## config.mk

```make
export PLATFORM = sky130hd
export DESIGN_NAME = wwd_top
export DESIGN_NICKNAME = d
export VERILOG_FILES = /design/src/wwd_sync2.v /design/src/wwd_len_decode.v /design/src/wwd_top.v
export VERILOG_INCLUDE_DIRS = /design/src
export SDC_FILE = /design/constraint.sdc
export NUM_CORES = 1
export LEC_CHECK = 0
export ABC_CLOCK_PERIOD_IN_PS = 5200
export BUFFER_PORTS_ARGS = -buffer_cell sky130_fd_sc_hd__buf_2
export CAP_MARGIN = 10
export CORE_MARGIN = 10
export CORE_UTILIZATION = 60
export DETAILED_ROUTE_END_ITERATION = 10
export GPL_TIMING_DRIVEN = 0
export PLACE_DENSITY = 0.95
export SLEW_MARGIN = 15
export SYNTH_ARGS = -nofsm -noshare
export SYNTH_HDL_FRONTEND = slang
export SYNTH_HIERARCHICAL = 1
export SYNTH_SLANG_ARGS = --single-unit
```

## constraint.sdc

```tcl
create_clock -name pclk -period 5.2 [get_ports pclk]
set_input_delay 0.52 -clock pclk [delete_from_list [all_inputs] [get_ports pclk]]
set_output_delay 0.52 -clock pclk [all_outputs]
set_load 0.1 [all_outputs]
```

## src/wwd_regs.vh

```
// Constants for the windowed watchdog: register indices, field positions,
// reset values and timing counts.
// Assumes inclusion by bare name from the watchdog design files.
`ifndef WWD_REGS_VH
`define WWD_REGS_VH

////////////////////////////////////////////////////////////////////////
// Register indices (byte address is four times the index)
`define WWD_IDX_CTRL 2'h0
`define WWD_IDX_STATUS 2'h1

////////////////////////////////////////////////////////////////////////
// Control register fields
`define WWD_CTRL_PER_LSB 0
`define WWD_CTRL_PER_MSB 3
`define WWD_CTRL_WIN_LSB 4
`define WWD_CTRL_WIN_MSB 7
`define WWD_CTRL_RESET 8'h00

////////////////////////////////////////////////////////////////////////
// Status register fields
`define WWD_STAT_LOCK_BIT 7
`define WWD_STAT_BUSY_BIT 0
`define WWD_STAT_RESET 8'h00

////////////////////////////////////////////////////////////////////////
// Length codes and timing
`define WWD_CODE_OFF 4'h0
`define WWD_CODE_MAX 4'hB
`define WWD_LEN_MIN 14'h0008
`define WWD_LEN_W 14
`define WWD_TICK_HZ 1024
`define WWD_SYNC_TICKS 2'h2

`endif

```

## src/wwd_sync2.v

```verilog
// Two-stage synchroniser for levels entering the pclk domain.
// Assumes the input may change at any time relative to pclk.
`timescale 1ns/1ns
module wwd_sync2 #(
  parameter W = 1
) (
  input wire clk,
  input wire rst_n,
  input wire [W-1:0] din,
  output wire [W-1:0] dout
);

  reg [W-1:0] meta_q;
  reg [W-1:0] sync_q;

  // First stage feeds only the second
  always @(posedge clk or negedge rst_n)
  begin
    if (!rst_n)
    begin
      meta_q <= {W{1'b0}};
      sync_q <= {W{1'b0}};
    end
    else
    begin
      meta_q <= din;
      sync_q <= meta_q;
    end
  end

  assign dout = sync_q;

endmodule // wwd_sync2

```

## src/wwd_len_decode.v

```verilog
// Decodes a 4-bit length code into a count of watchdog ticks.
// Assumes codes 1..11 are legal; zero and the rest decode as invalid.
`timescale 1ns/1ns
`include "wwd_regs.vh"
module wwd_len_decode (
  input wire [3:0] code,
  output wire valid,
  output wire [13:0] len
);

  wire [3:0] shift;

  // Doubling count per code step, from 8 ticks up
  assign valid = (code != `WWD_CODE_OFF) && (code <= `WWD_CODE_MAX);
  assign shift = code - 4'h1;
  assign len = valid ? (`WWD_LEN_MIN << shift) : 14'h0000;

endmodule // wwd_len_decode

```

## src/wwd_top.v

```verilog
// Windowed watchdog timer with an APB register slave.
// Assumes the tick input is a free-running slow square wave from an
// independent oscillator; core-side strobes are synchronous to pclk.
//
// Function
// - Period field 1..11 enables the watchdog; zero or 12..15 keeps it off.
// - Window field 1..11 enters window mode; zero or 12..15 leaves it.
// - Normal mode holds while the window field is zero.
// - Control resets from fuse; fuse period 1..11 enables, any non-zero one locks.
// - Counting uses the slow 1.024 kHz tick, asynchronous to pclk.
// - Normal mode: no clear before timeout gives a system reset.
// - Every clear restarts the timeout from zero.
// - Eleven timeout periods, 8 ms to 8 s, set by period field.
// - Window mode: clear during closed period gives a system reset.
// - Open period follows closed; clear needed within the open period.
// - Window sequence starts only after the first clear.
// - Lock blocks control writes; software may set lock, and clear it only in debug.
// - Counting continues in sleep while the tick source runs.
// - Debug halt stops operation and zeroes the counter.
// - Leaving debug in window mode runs a normal period first.
// - Control writes cross to tick domain; busy flag shows it.
// - A clear takes one to two tick periods before the restart.
// - Protected writes without a valid unlock are ignored.
// - Codes 1..11 give 8..8192 ticks; window mode period is open length.
// - Busy sets on control write, clears when value reaches tick domain.
//
// Chosen here: register access over APB.
`timescale 1ns/1ns
`include "wwd_regs.vh"
module wwd_top (
  input wire pclk,
  input wire presetn,
  input wire psel,
  input wire penable,
  input wire pwrite,
  input wire [3:0] paddr,
  input wire [31:0] pwdata,
  output wire [31:0] prdata,
  output wire pready,
  output wire pslverr,
  input wire wdt_tick_in,
  input wire software_clear_instr,
  input wire change_protection_ok,
  input wire debug_halt,
  input wire debug_mode,
  input wire [7:0] fuse_watchdog_config,
  output wire sys_reset,
  output wire wdt_running
);

  ////////////////////////////////////////////////////////////////////////
  // State encoding, one-hot
  localparam [3:0] ST_OFF = 4'h1;
  localparam [3:0] ST_NORM = 4'h2;
  localparam [3:0] ST_CLOSED = 4'h4;
  localparam [3:0] ST_OPEN = 4'h8;

  ////////////////////////////////////////////////////////////////////////
  // Declarations
  wire tick_sync;
  wire tick_en;
  wire setup_ph;
  wire access_ph;
  wire hit_ctrl;
  wire hit_status;
  wire addr_ok;
  wire wr_ctrl;
  wire wr_status;
  wire per_ok;
  wire win_ok;
  wire [13:0] per_len;
  wire [13:0] win_len;
  wire ctrl_apply;
  wire clr_apply;
  wire [7:0] status_val;

  reg tick_last_q;
  reg boot_q;
  reg [7:0] ctrl_q;
  reg [7:0] act_ctrl_q;
  reg lock_q;
  reg busy_q;
  reg [1:0] busy_cnt_q;
  reg clr_pend_q;
  reg [1:0] clr_cnt_q;
  reg [3:0] st_q;
  reg [3:0] st_d;
  reg [13:0] cnt_q;
  reg [13:0] cnt_d;
  reg rst_q;
  reg rst_d;
  reg [31:0] prdata_q;

  ////////////////////////////////////////////////////////////////////////
  // Tick crossing: two flops, then a rising-edge enable
  wwd_sync2 #(
    .W(1)
  ) u_tick_sync (
    .clk(pclk),
    .rst_n(presetn),
    .din(wdt_tick_in),
    .dout(tick_sync)
  );

  // Edge detector on the synchronised level
  always @(posedge pclk or negedge presetn)
  begin
    if (!presetn)
      tick_last_q <= 1'b0;
    else
      tick_last_q <= tick_sync;
  end

  // One pulse per slow tick, independent of sleep state
  assign tick_en = tick_sync & ~tick_last_q;

  ////////////////////////////////////////////////////////////////////////
  // APB decode
  assign setup_ph = psel & ~penable;
  assign access_ph = psel & penable;
  assign hit_ctrl = (paddr[3:2] == `WWD_IDX_CTRL) && (paddr[1:0] == 2'h0);
  assign hit_status = (paddr[3:2] == `WWD_IDX_STATUS) && (paddr[1:0] == 2'h0);
  assign addr_ok = hit_ctrl | hit_status;
  assign wr_ctrl = access_ph & pwrite & hit_ctrl;
  assign wr_status = access_ph & pwrite & hit_status;

  // Zero wait states; unmapped addresses answer with an error
  assign pready = 1'b1;
  assign pslverr = access_ph & ~addr_ok;

  ////////////////////////////////////////////////////////////////////////
  // Length decode of the active settings
  wwd_len_decode u_per_dec (
    .code(act_ctrl_q[`WWD_CTRL_PER_MSB:`WWD_CTRL_PER_LSB]),
    .valid(per_ok),
    .len(per_len)
  );

  wwd_len_decode u_win_dec (
    .code(act_ctrl_q[`WWD_CTRL_WIN_MSB:`WWD_CTRL_WIN_LSB]),
    .valid(win_ok),
    .len(win_len)
  );

  ////////////////////////////////////////////////////////////////////////
  // Control shadow, lock and fuse preset
  always @(posedge pclk or negedge presetn)
  begin
    if (!presetn)
    begin
      boot_q <= 1'b0;
      ctrl_q <= `WWD_CTRL_RESET;
      lock_q <= 1'b0;
    end
    else if (!boot_q)
    begin
      // Fuse caught on the first edge after release
      boot_q <= 1'b1;
      ctrl_q <= fuse_watchdog_config;
      lock_q <= (fuse_watchdog_config[`WWD_CTRL_PER_MSB:`WWD_CTRL_PER_LSB]
                 != `WWD_CODE_OFF);
    end
    else
    begin
      // Protected, lock-gated control write
      if (wr_ctrl && change_protection_ok && !lock_q)
        ctrl_q <= pwdata[7:0];
      // Lock may be set by software, cleared only in debug
      if (wr_status && change_protection_ok)
      begin
        if (pwdata[`WWD_STAT_LOCK_BIT])
          lock_q <= 1'b1;
        else if (debug_mode)
          lock_q <= 1'b0;
      end
    end
  end

  ////////////////////////////////////////////////////////////////////////
  // Control crossing into the tick domain
  assign ctrl_apply = busy_q & tick_en & (busy_cnt_q == (`WWD_SYNC_TICKS - 2'h1));

  // Busy flag and active copy of the control fields
  always @(posedge pclk or negedge presetn)
  begin
    if (!presetn)
    begin
      busy_q <= 1'b0;
      busy_cnt_q <= 2'h0;
      act_ctrl_q <= `WWD_CTRL_RESET;
    end
    else if (!boot_q)
    begin
      // Fuse value is live at boot, no crossing needed
      act_ctrl_q <= fuse_watchdog_config;
    end
    else if (wr_ctrl && change_protection_ok && !lock_q)
    begin
      // A new write restarts the crossing
      busy_q <= 1'b1;
      busy_cnt_q <= 2'h0;
    end
    else if (ctrl_apply)
    begin
      busy_q <= 1'b0;
      busy_cnt_q <= 2'h0;
      act_ctrl_q <= ctrl_q;
    end
    else if (busy_q && tick_en)
    begin
      busy_cnt_q <= busy_cnt_q + 2'h1;
    end
  end

  ////////////////////////////////////////////////////////////////////////
  // Clear instruction crossing
  assign clr_apply = clr_pend_q & tick_en & (clr_cnt_q == (`WWD_SYNC_TICKS - 2'h1));

  // Pending clear; a new instruction wins over the apply
  always @(posedge pclk or negedge presetn)
  begin
    if (!presetn)
    begin
      clr_pend_q <= 1'b0;
      clr_cnt_q <= 2'h0;
    end
    else if (debug_halt)
    begin
      // Halted core cannot clear; drop anything in flight
      clr_pend_q <= 1'b0;
      clr_cnt_q <= 2'h0;
    end
    else if (software_clear_instr)
    begin
      clr_pend_q <= 1'b1;
      clr_cnt_q <= 2'h0;
    end
    else if (clr_apply)
    begin
      clr_pend_q <= 1'b0;
      clr_cnt_q <= 2'h0;
    end
    else if (clr_pend_q && tick_en)
    begin
      clr_cnt_q <= clr_cnt_q + 2'h1;
    end
  end

  ////////////////////////////////////////////////////////////////////////
  // Watchdog state machine, advanced on tick enables
  always @*
  begin
    st_d = st_q;
    cnt_d = cnt_q;
    rst_d = 1'b0;
    if (!per_ok)
    begin
      // Period off or reserved: watchdog idle
      st_d = ST_OFF;
      cnt_d = 14'h0000;
    end
    else if (debug_halt)
    begin
      // Frozen and zeroed; resumes with a plain period
      st_d = ST_NORM;
      cnt_d = 14'h0000;
    end
    else
    begin
      case (st_q)
        ST_OFF:
        begin
          st_d = ST_NORM;
          cnt_d = 14'h0000;
        end
        ST_NORM:
        begin
          if (clr_apply)
          begin
            cnt_d = 14'h0000;
            if (win_ok)
              st_d = ST_CLOSED;
          end
          else if (tick_en)
          begin
            if (cnt_q == (per_len - 14'h0001))
            begin
              rst_d = 1'b1;
              cnt_d = 14'h0000;
            end
            else
              cnt_d = cnt_q + 14'h0001;
          end
        end
        ST_CLOSED:
        begin
          if (!win_ok)
          begin
            st_d = ST_NORM;
            cnt_d = 14'h0000;
          end
          else if (clr_apply)
          begin
            // Too early
            rst_d = 1'b1;
            st_d = ST_NORM;
            cnt_d = 14'h0000;
          end
          else if (tick_en)
          begin
            if (cnt_q == (win_len - 14'h0001))
            begin
              st_d = ST_OPEN;
              cnt_d = 14'h0000;
            end
            else
              cnt_d = cnt_q + 14'h0001;
          end
        end
        ST_OPEN:
        begin
          if (!win_ok)
          begin
            st_d = ST_NORM;
            cnt_d = 14'h0000;
          end
          else if (clr_apply)
          begin
            st_d = ST_CLOSED;
            cnt_d = 14'h0000;
          end
          else if (tick_en)
          begin
            if (cnt_q == (per_len - 14'h0001))
            begin
              // Too late
              rst_d = 1'b1;
              st_d = ST_NORM;
              cnt_d = 14'h0000;
            end
            else
              cnt_d = cnt_q + 14'h0001;
          end
        end
        default:
        begin
          st_d = ST_OFF;
          cnt_d = 14'h0000;
        end
      endcase
    end
  end

  // State, counter and registered reset pulse
  always @(posedge pclk or negedge presetn)
  begin
    if (!presetn)
    begin
      st_q <= ST_OFF;
      cnt_q <= 14'h0000;
      rst_q <= 1'b0;
    end
    else
    begin
      st_q <= st_d;
      cnt_q <= cnt_d;
      rst_q <= rst_d;
    end
  end

  assign sys_reset = rst_q;
  assign wdt_running = ~st_q[0];

  ////////////////////////////////////////////////////////////////////////
  // Read data, captured in the setup phase
  assign status_val = {lock_q, 6'h00, busy_q};

  always @(posedge pclk or negedge presetn)
  begin
    if (!presetn)
      prdata_q <= 32'h00000000;
    else if (setup_ph && !pwrite)
    begin
      if (hit_ctrl)
        prdata_q <= {24'h000000, ctrl_q};
      else if (hit_status)
        prdata_q <= {24'h000000, status_val};
      else
        prdata_q <= 32'h00000000;
    end
  end

  assign prdata = prdata_q;

endmodule // wwd_top

```

==> reports/results.ini, run 1 <==
[grt]
grt_start_max_net_pins=55
grt_pass1_wl_um=19590
grt_pass1_vias=4186
antenna_found_initial=0
grt_use_total_pct=20.66
grt-ovfl-total=0

[setup_path]
critPathSlowestCell=or4_1
path_cells=nand2b_4, nor3_1, or4_1, or4_4, a2111oi_2, o211ai_1, a2111o_1, a22o_4, buf_6, a31oi_1, a31oi_1
crit_top_cell=a31oi_1
cp_slowest_stage_delay_ns=0.61
critPathTopFamily=compound AO/OA/AOI/OAI gates
crit_path_end_kind=register
worstPathArrival_ns=3.95
worstRegToRegCells=11
start_kind=register
criticalPathCategory=register to register
critical_path_required_ns=5.37
crit_buf_inv=1
r2r-start=act_ctrl_q[7]$_DFFE_PN0P_
regToRegSetupSlack_ns=1.42
rr_endpoint=cnt_q[13]$_DFFE_PN0N_
cp_max_fo=10

[logic_synthesis]
synth-edff-count=0
synth_flop_cell=dfrtp_1
synthDistinctLibCells=71
yosys_warnings=6
ys_seq_area_share_pct=31.53
ys_ff_latch=54
synthesis.area_um2=4290
synthCells=534
synth_area_per_cell_um2=8.034
synthArstFlopShare_pct=100.0

[drt]
vias_per_cell=6.113
drcViolationCount=0
drt-initial-drc-count=453
routed-via-count=4310
drt-wirelength-per-cell_um=16.32
detail-route-antenna-nets=0
routed_wl_um=11510
firstDrtPassIters=5

[cells_and_area]
nFillCells=568
area_growth_pct=12.28
nets=665
antenna_cells=0
drive_above_1_share_pct=15.93
post-route-util_pct=70.13
stdcell_area_um2=4817

[clocking]
cts.clk_slew.worst_paths_ns=0.11
cts_max_path_buffers=2
tritoncts=yes
cts-root-buf=clkbuf_8
cts_setup_buffers=0
clk-insertion-delay-late_ns=0.32
hold_buffers=0
h-tree-depth=2
cts_resized=0
cts-buffers-inserted=5
clock_sinks=54

[sta]
fin_worst_skew_ns=0.008096
rsz0062_at_grt=no
hold_viol_final=0
slew_headroom_pct=34.65
worst_pin_slew_ns=0.9721
finalCritPeriodShare_pct=72.78
fmax_mhz=264.2
finalSetupViolCount=0
slew_violations=0
final.min_clock_period_ns=3.784
tns_ns=0

[min_path]
min_path_type=input pin to asynchronous set/reset pin

[floorplan]
core.rowCount=30
die-area_um2=10930
ios=90
die_h_um=104.6
initial_core_util_pct=62.46
core_area_um2=6869
die_w_um=104.6

[outcome]
status=completed

[placed_design]
place_area_um2=4717
place_congestion=0.9319
portBuffers=39
dp_hpwl_um=8814

[pwr]
power_density_nw_per_um2=254.6
leakagePower_nw=2.085
peakVddDrop_v=0.0002182

[run]
maxCapViolCount=0

[logic make-up (layout without fill, tap and decap cells)]
kind of cell / Yosys count / count (layout) / share of synthesized area [%]
buffers and inverters: 72 / 119 / 9.186
DFF: 54 / 54 / 31.53
AOI/OAI and AO/OA: 127 / 127 / 20.79
muxes: 10 / 10 / 2.333
adders and majority gates: 3 / 3 / 0.8750
and+or+nand+nor: 230 / 230 / 28.00
other: 4 / 32 / 0.3499
xor gates and xnor gates: 34 / 34 / 6.941
[worst reg2reg max path: cells and delay by family (launching register included)]
kind	cells	cell delay, ns
buffers and inverters	1	0.15
AO/OA/AOI/OAI	6	1.56
flip-flops	1	0.50
AND/OR/NAND/NOR	4	1.43
[power breakdown]
group	internal (W)	switching (W)	leakage [nW]
Clock	0.000101	0.000157	0.0506
Combinational	0.000141	0.000324	1.35
Sequential	0.000458	0.0000458	0.684
[metrics by stage]
stage                     hold slack, ns  total power (W)  instances  setup WS (ns)
final                             0.2326         0.001226        705          1.416
after global routing              0.2734         0.001298        705          1.151
after CTS                         0.2944         0.001223        705          1.428
after detailed placement          0.3373        0.0009668        697          1.447
after global placement            0.3334        0.0009527        697          1.495
after floorplan                   0.2244        0.0008779        562          1.811
[synthesized netlist by cell type (11+ instances only)]
cell | n | area [um2]
nand3_1 | 35 | 175.2
dfrtp_1 | 53 | 1326
clkbuf_1 | 28 | 105.1
xnor2_1 | 18 | 157.7
nand2_1 | 45 | 168.9
a31oi_1 | 23 | 143.9
buf_4 | 31 | 232.7
nor2_1 | 49 | 183.9
nor3_1 | 26 | 130.1
o21ai_0 | 15 | 75.07
xor2_1 | 16 | 140.1
a21oi_1 | 27 | 135.1
nand4_1 | 11 | 68.82
[cells in the final DEF (no fill, tap or decap), drive strengths merged, types with 3 or more instances in the layout]
master	n
a2111o	3
a2111oi	3
a21boi	3
a21o	3
a21oi	28
a22o	7
a311oi	3
a31oi	23
a41oi	9
and3	6
buf	73
clkbuf	33
conb	32
dfrtp	53
ha	3
inv	12
mux2i	10
nand2	45
nand2b	14
nand3	35
nand4	11
nor2	49
nor2b	6
nor3	28
nor4	9
o211ai	4
o21a	3
o21ai	16
o31ai	6
or2	3
or3	3
or4	6
xnor2	18
xor2	16
[state kept, by name (all words and copies together), names as in the netlist]
signal	cells
act_ctrl_q	8
boot_q	1
busy_cnt_q	2
busy_q	1
clr_cnt_q	2
clr_pend_q	1
cnt_q	14
ctrl_q	8
lock_q	1
prdata	8
st_q	4
sys_reset	1
tick_last_q	1
u_tick_sync/dout	1
u_tick_sync/meta_q	1
[worst max-delay path by stage]
| stage | from | to | slack, ns | cells past startpoint |
|---|---|---|---|---|
| 2_1_floorplan | act_ctrl_q[7]$_DFFE_PN0P_ | cnt_q[8]$_DFFE_PN0N_ | 1.81 | 11 |
| 3_3_place_gp | act_ctrl_q[7]$_DFFE_PN0P_ | cnt_q[13]$_DFFE_PN0N_ | 1.49 | 11 |
| 3_5_place_dp | act_ctrl_q[5]$_DFFE_PN0P_ | cnt_q[8]$_DFFE_PN0N_ | 1.45 | 11 |
| 4_1_cts | act_ctrl_q[5]$_DFFE_PN0P_ | cnt_q[13]$_DFFE_PN0N_ | 1.43 | 11 |
| 5_1_grt | act_ctrl_q[1]$_DFFE_PN0P_ | sys_reset$_DFF_PN0_ | 1.15 | 10 |
| 6_report | act_ctrl_q[7]$_DFFE_PN0P_ | cnt_q[13]$_DFFE_PN0N_ | 1.42 | 11 |
[cell type report]
class	instances	area, um2	share of cell area [%]
Sequential cell	54	1353	28.08
Multi-Input combinational cell	436	2655	55.12
Inverter	10	37.54	0.7792
Clock buffer	5	68.82	1.429
Buffer	62	356.6	7.403
Tap cell	96	120.1	2.494
Clock inverter	3	28.78	0.5974
Timing Repair Buffer	39	197.7	4.104
[metal layers]
| metal | track usage [%] | share of wire (%) | vias up | wire, um |
|---|---|---|---|---|
| li1 | - | - | 2048 | - |
| met1 | 25.03 | 40 | 2010 | 4632 |
| met2 | 36.26 | 50 | 224 | 5708 |
| met3 | 3.563 | 8.0 | 28 | 922 |
| met4 | 6.561 | 2.1 | 0 | 243 |
| met5 | 0 | 0 | - | 0 |
Note: power is estimated with default switching activity, not from simulation.
==> run 2, diff against run 1 <==
ABC_CLOCK_PERIOD_IN_PS = 3900   (was 5200)
CORE_UTILIZATION = 56   (was 60)
PLACE_DENSITY = 0.91   (was 0.95)
clock period = 3.9 ns   (was 5.2 ns; I/O delays follow)
==> reports/results.ini, run 2 (same netlist as run 1, synthesis figures left out) <==
[outcome]
status=completed  ; unchanged

[setup_path]
cp_slowest_stage_delay_ns=0.62  ; was 0.61 ns
cp_max_fo=10  ; unchanged
worstPathArrival_ns=3.80  ; was 3.95 ns
crit_path_end_kind=register  ; unchanged
startpoint=act_ctrl_q[4]$_DFFE_PN0P_  ; was act_ctrl_q[7]$_DFFE_PN0P_
critPathTopFamily=compound AO/OA/AOI/OAI gates  ; unchanged
rr_endpoint=cnt_q[10]$_DFFE_PN0N_  ; was cnt_q[13]$_DFFE_PN0N_
path_cells=nand2_1, nor3_1, or4_1, or4_4, a2111oi_2, o211ai_1, a2111o_1, a22o_4, buf_6, a21oi_1, a41oi_1  ; was nand2b_4, nor3_1, or4_1, or4_4, a2111oi_2, o211ai_1, a2111o_1, a22o_4, buf_6, a31oi_1, a31oi_1
endpoint=cnt_q[10]$_DFFE_PN0N_  ; was cnt_q[13]$_DFFE_PN0N_
criticalPathCategory=register to register  ; unchanged
cp.depth=11  ; unchanged
critPathSlowestCell=or4_1  ; unchanged
r2r-start=act_ctrl_q[4]$_DFFE_PN0P_  ; was act_ctrl_q[7]$_DFFE_PN0P_
start_kind=register  ; unchanged
critical_path_required_ns=4.06  ; was 5.37 ns
worstRegToRegCells=11  ; unchanged
crit_buf_inv=1  ; unchanged
regToRegSetupSlack_ns=0.26  ; was 1.42 ns

[sta]
slew_headroom_pct=37.62  ; was 34.65%
rsz0062_at_grt=no  ; unchanged
hold_viol_final=0  ; unchanged
fin_worst_skew_ns=0.009502  ; was 0.008096 ns
slew_violations=0  ; unchanged
finalCritPeriodShare_pct=93.40  ; was 72.78%
finalSetupViolCount=0  ; unchanged
fmax_mhz=274.5  ; was 264.2 MHz
tns_ns=0  ; unchanged
final.min_clock_period_ns=3.643  ; was 3.784 ns
worst_pin_slew_ns=0.9280  ; was 0.9721 ns

[cells_and_area]
seq_area_um2=1355  ; was 1353 um2
drive_above_1_share_pct=16.26  ; was 15.93%
final_cell_mix=51 x dfrtp_1, 49 x nor2_1, 45 x nand2_1  ; was 53 x dfrtp_1, 49 x nor2_1, 45 x nand2_1
final_common_cell=dfrtp_1  ; unchanged
nFillCells=637  ; was 568
antenna_cells=0  ; unchanged
top_register=cnt_q  ; unchanged
multi_input_comb_area_um2=2655  ; unchanged
post-route-util_pct=65.72  ; was 70.13%
area_growth_pct=12.89  ; was 12.28%
nets=665  ; unchanged
largest_register_ffs=14  ; unchanged

[pwr]
combPwrFrac_pct=36.5  ; was 37.9%
leakagePower_nw=2.089  ; was 2.085 nW
switching_power_w=0.0007089  ; was 0.0005261 W
totalPowerFinal_w=0.001705  ; was 0.001226 W
p_seq_share_pct=39.6  ; was 41.1%
peakVddDrop_v=0.0003912  ; was 0.0002182 V
intPower_w=0.0009956  ; was 0.0007004 W
power_density_nw_per_um2=351.9  ; was 254.6 nW/um2
swShare_pct=41.59  ; was 42.90%
power.share.clock_pct=23.9  ; was 21.0%

[floorplan]
die-area_um2=11560  ; was 10930 um2
ios=90  ; unchanged
die_w_um=107.5  ; was 104.6 um
die_h_um=107.5  ; was 104.6 um
core.rowCount=31  ; was 30
initial_core_util_pct=58.22  ; was 62.46%
core_area_um2=7370  ; was 6869 um2

[drt]
drt-initial-drc-count=336  ; was 453
drcViolationCount=0  ; unchanged
firstDrtPassIters=5  ; unchanged
drt-wirelength-per-cell_um=16.64  ; was 16.32 um
routed_wl_um=11780  ; was 11510 um
vias_per_cell=6.102  ; was 6.113
routed-via-count=4320  ; was 4310
detail-route-antenna-nets=0  ; unchanged

[grt]
grt-ovfl-total=0  ; unchanged
grt_use_total_pct=19.90  ; was 20.66%
grt_start_max_net_pins=55  ; unchanged
grt_pass1_wl_um=19320  ; was 19590 um
antenna_found_initial=0  ; unchanged
grt_pass1_vias=4157  ; was 4186

[clocking]
clock_sinks=54  ; unchanged
hold_buffers=0  ; unchanged
cts_max_path_buffers=2  ; unchanged
cts-root-buf=clkbuf_8  ; unchanged
cts.clk_slew.worst_paths_ns=0.11  ; about the same
cts-buffers-inserted=5  ; unchanged
h-tree-depth=2  ; unchanged
tritoncts=yes  ; unchanged
clk-insertion-delay-late_ns=0.32  ; about the same
cts_setup_buffers=0  ; unchanged

[min_path]
min_path_type=input pin to asynchronous set/reset pin  ; unchanged

[placed_design]
portBuffers=39  ; unchanged
dp_hpwl_um=8932  ; was 8814 um
place_congestion=0.9262  ; was 0.9319

[run]
maxCapViolCount=0  ; unchanged

## run 2: cell types whose count changed in the layout (fill, tap and decap cells not counted)
cell	delta
inv_6	-1
bufinv_16	+1
dfrtp_2	+2
clkinv_4	-1
clkinvlp_4	+1
dfrtp_1	-2
## run 2: routing by layer
layer  vias to the layer above  part of all wire [%]  wire length, um  track usage [%]
met4                         0                   1.5              181            6.202
met1                      2035                    41             4863            24.64
met2                       207                    50             5870            33.82
li1                       2054                     -                -                -
met3                        24                   7.3              863            4.012
met5                         -                     0                0                0
## run 2: worst min path at each step
stage | endpoint | cells after the start | from
after floorplan | act_ctrl_q[0]$_DFFE_PN0P_ | 0 | presetn
after global placement | u_tick_sync/dout$_DFF_PN0_ | 0 | u_tick_sync/meta_q$_DFF_PN0_
after detailed placement | u_tick_sync/dout$_DFF_PN0_ | 0 | u_tick_sync/meta_q$_DFF_PN0_
after CTS | u_tick_sync/meta_q$_DFF_PN0_ | 1 | wdt_tick_in
after global routing | u_tick_sync/meta_q$_DFF_PN0_ | 1 | presetn
final | clr_pend_q$_DFFE_PN0P_ | 1 | presetn
## run 2: timing repair
item	4_1_cts	5_1_grt
endpoints found under the hold margin	0	0
resized for setup	0	2
setup endpoints to repair	0	8
## run 2: final cells by class
cell class / count / area share, %
sequential: 54 / 27.98
buffer: 62 / 7.362
timing repair buffer: 39 / 4.082
tap: 99 / 2.557
clock inverter: 3 / 1.007
inverter: 10 / 0.7750
clock buffer: 5 / 1.421
multi-input combinational: 436 / 54.82
## run 2: stage by stage
step                instance area [um2]  instances  setup slack (ns)  hold slack [ns]
floorplan                          4395        562            0.5110          0.09441
global placement                   4715        700            0.2079           0.3340
detailed placement                 4721        700            0.1522           0.3403
CTS                                4838        708            0.1252           0.1651
global route                       4843        708           0.05320           0.1277
finish                             4843        708            0.2574          0.09610
## run 2: power groups by stage
stage | Sequential [W] | Combinational, W | Clock (W)
after floorplan | 0.000695 | 0.000475 | 0
after global placement | 0.000679 | 0.000593 | 0
after detailed placement | 0.000683 | 0.000608 | 0
after CTS | 0.000673 | 0.000611 | 0.000408
after global routing | 0.000684 | 0.000671 | 0.000430
final | 0.000675 | 0.000622 | 0.000407
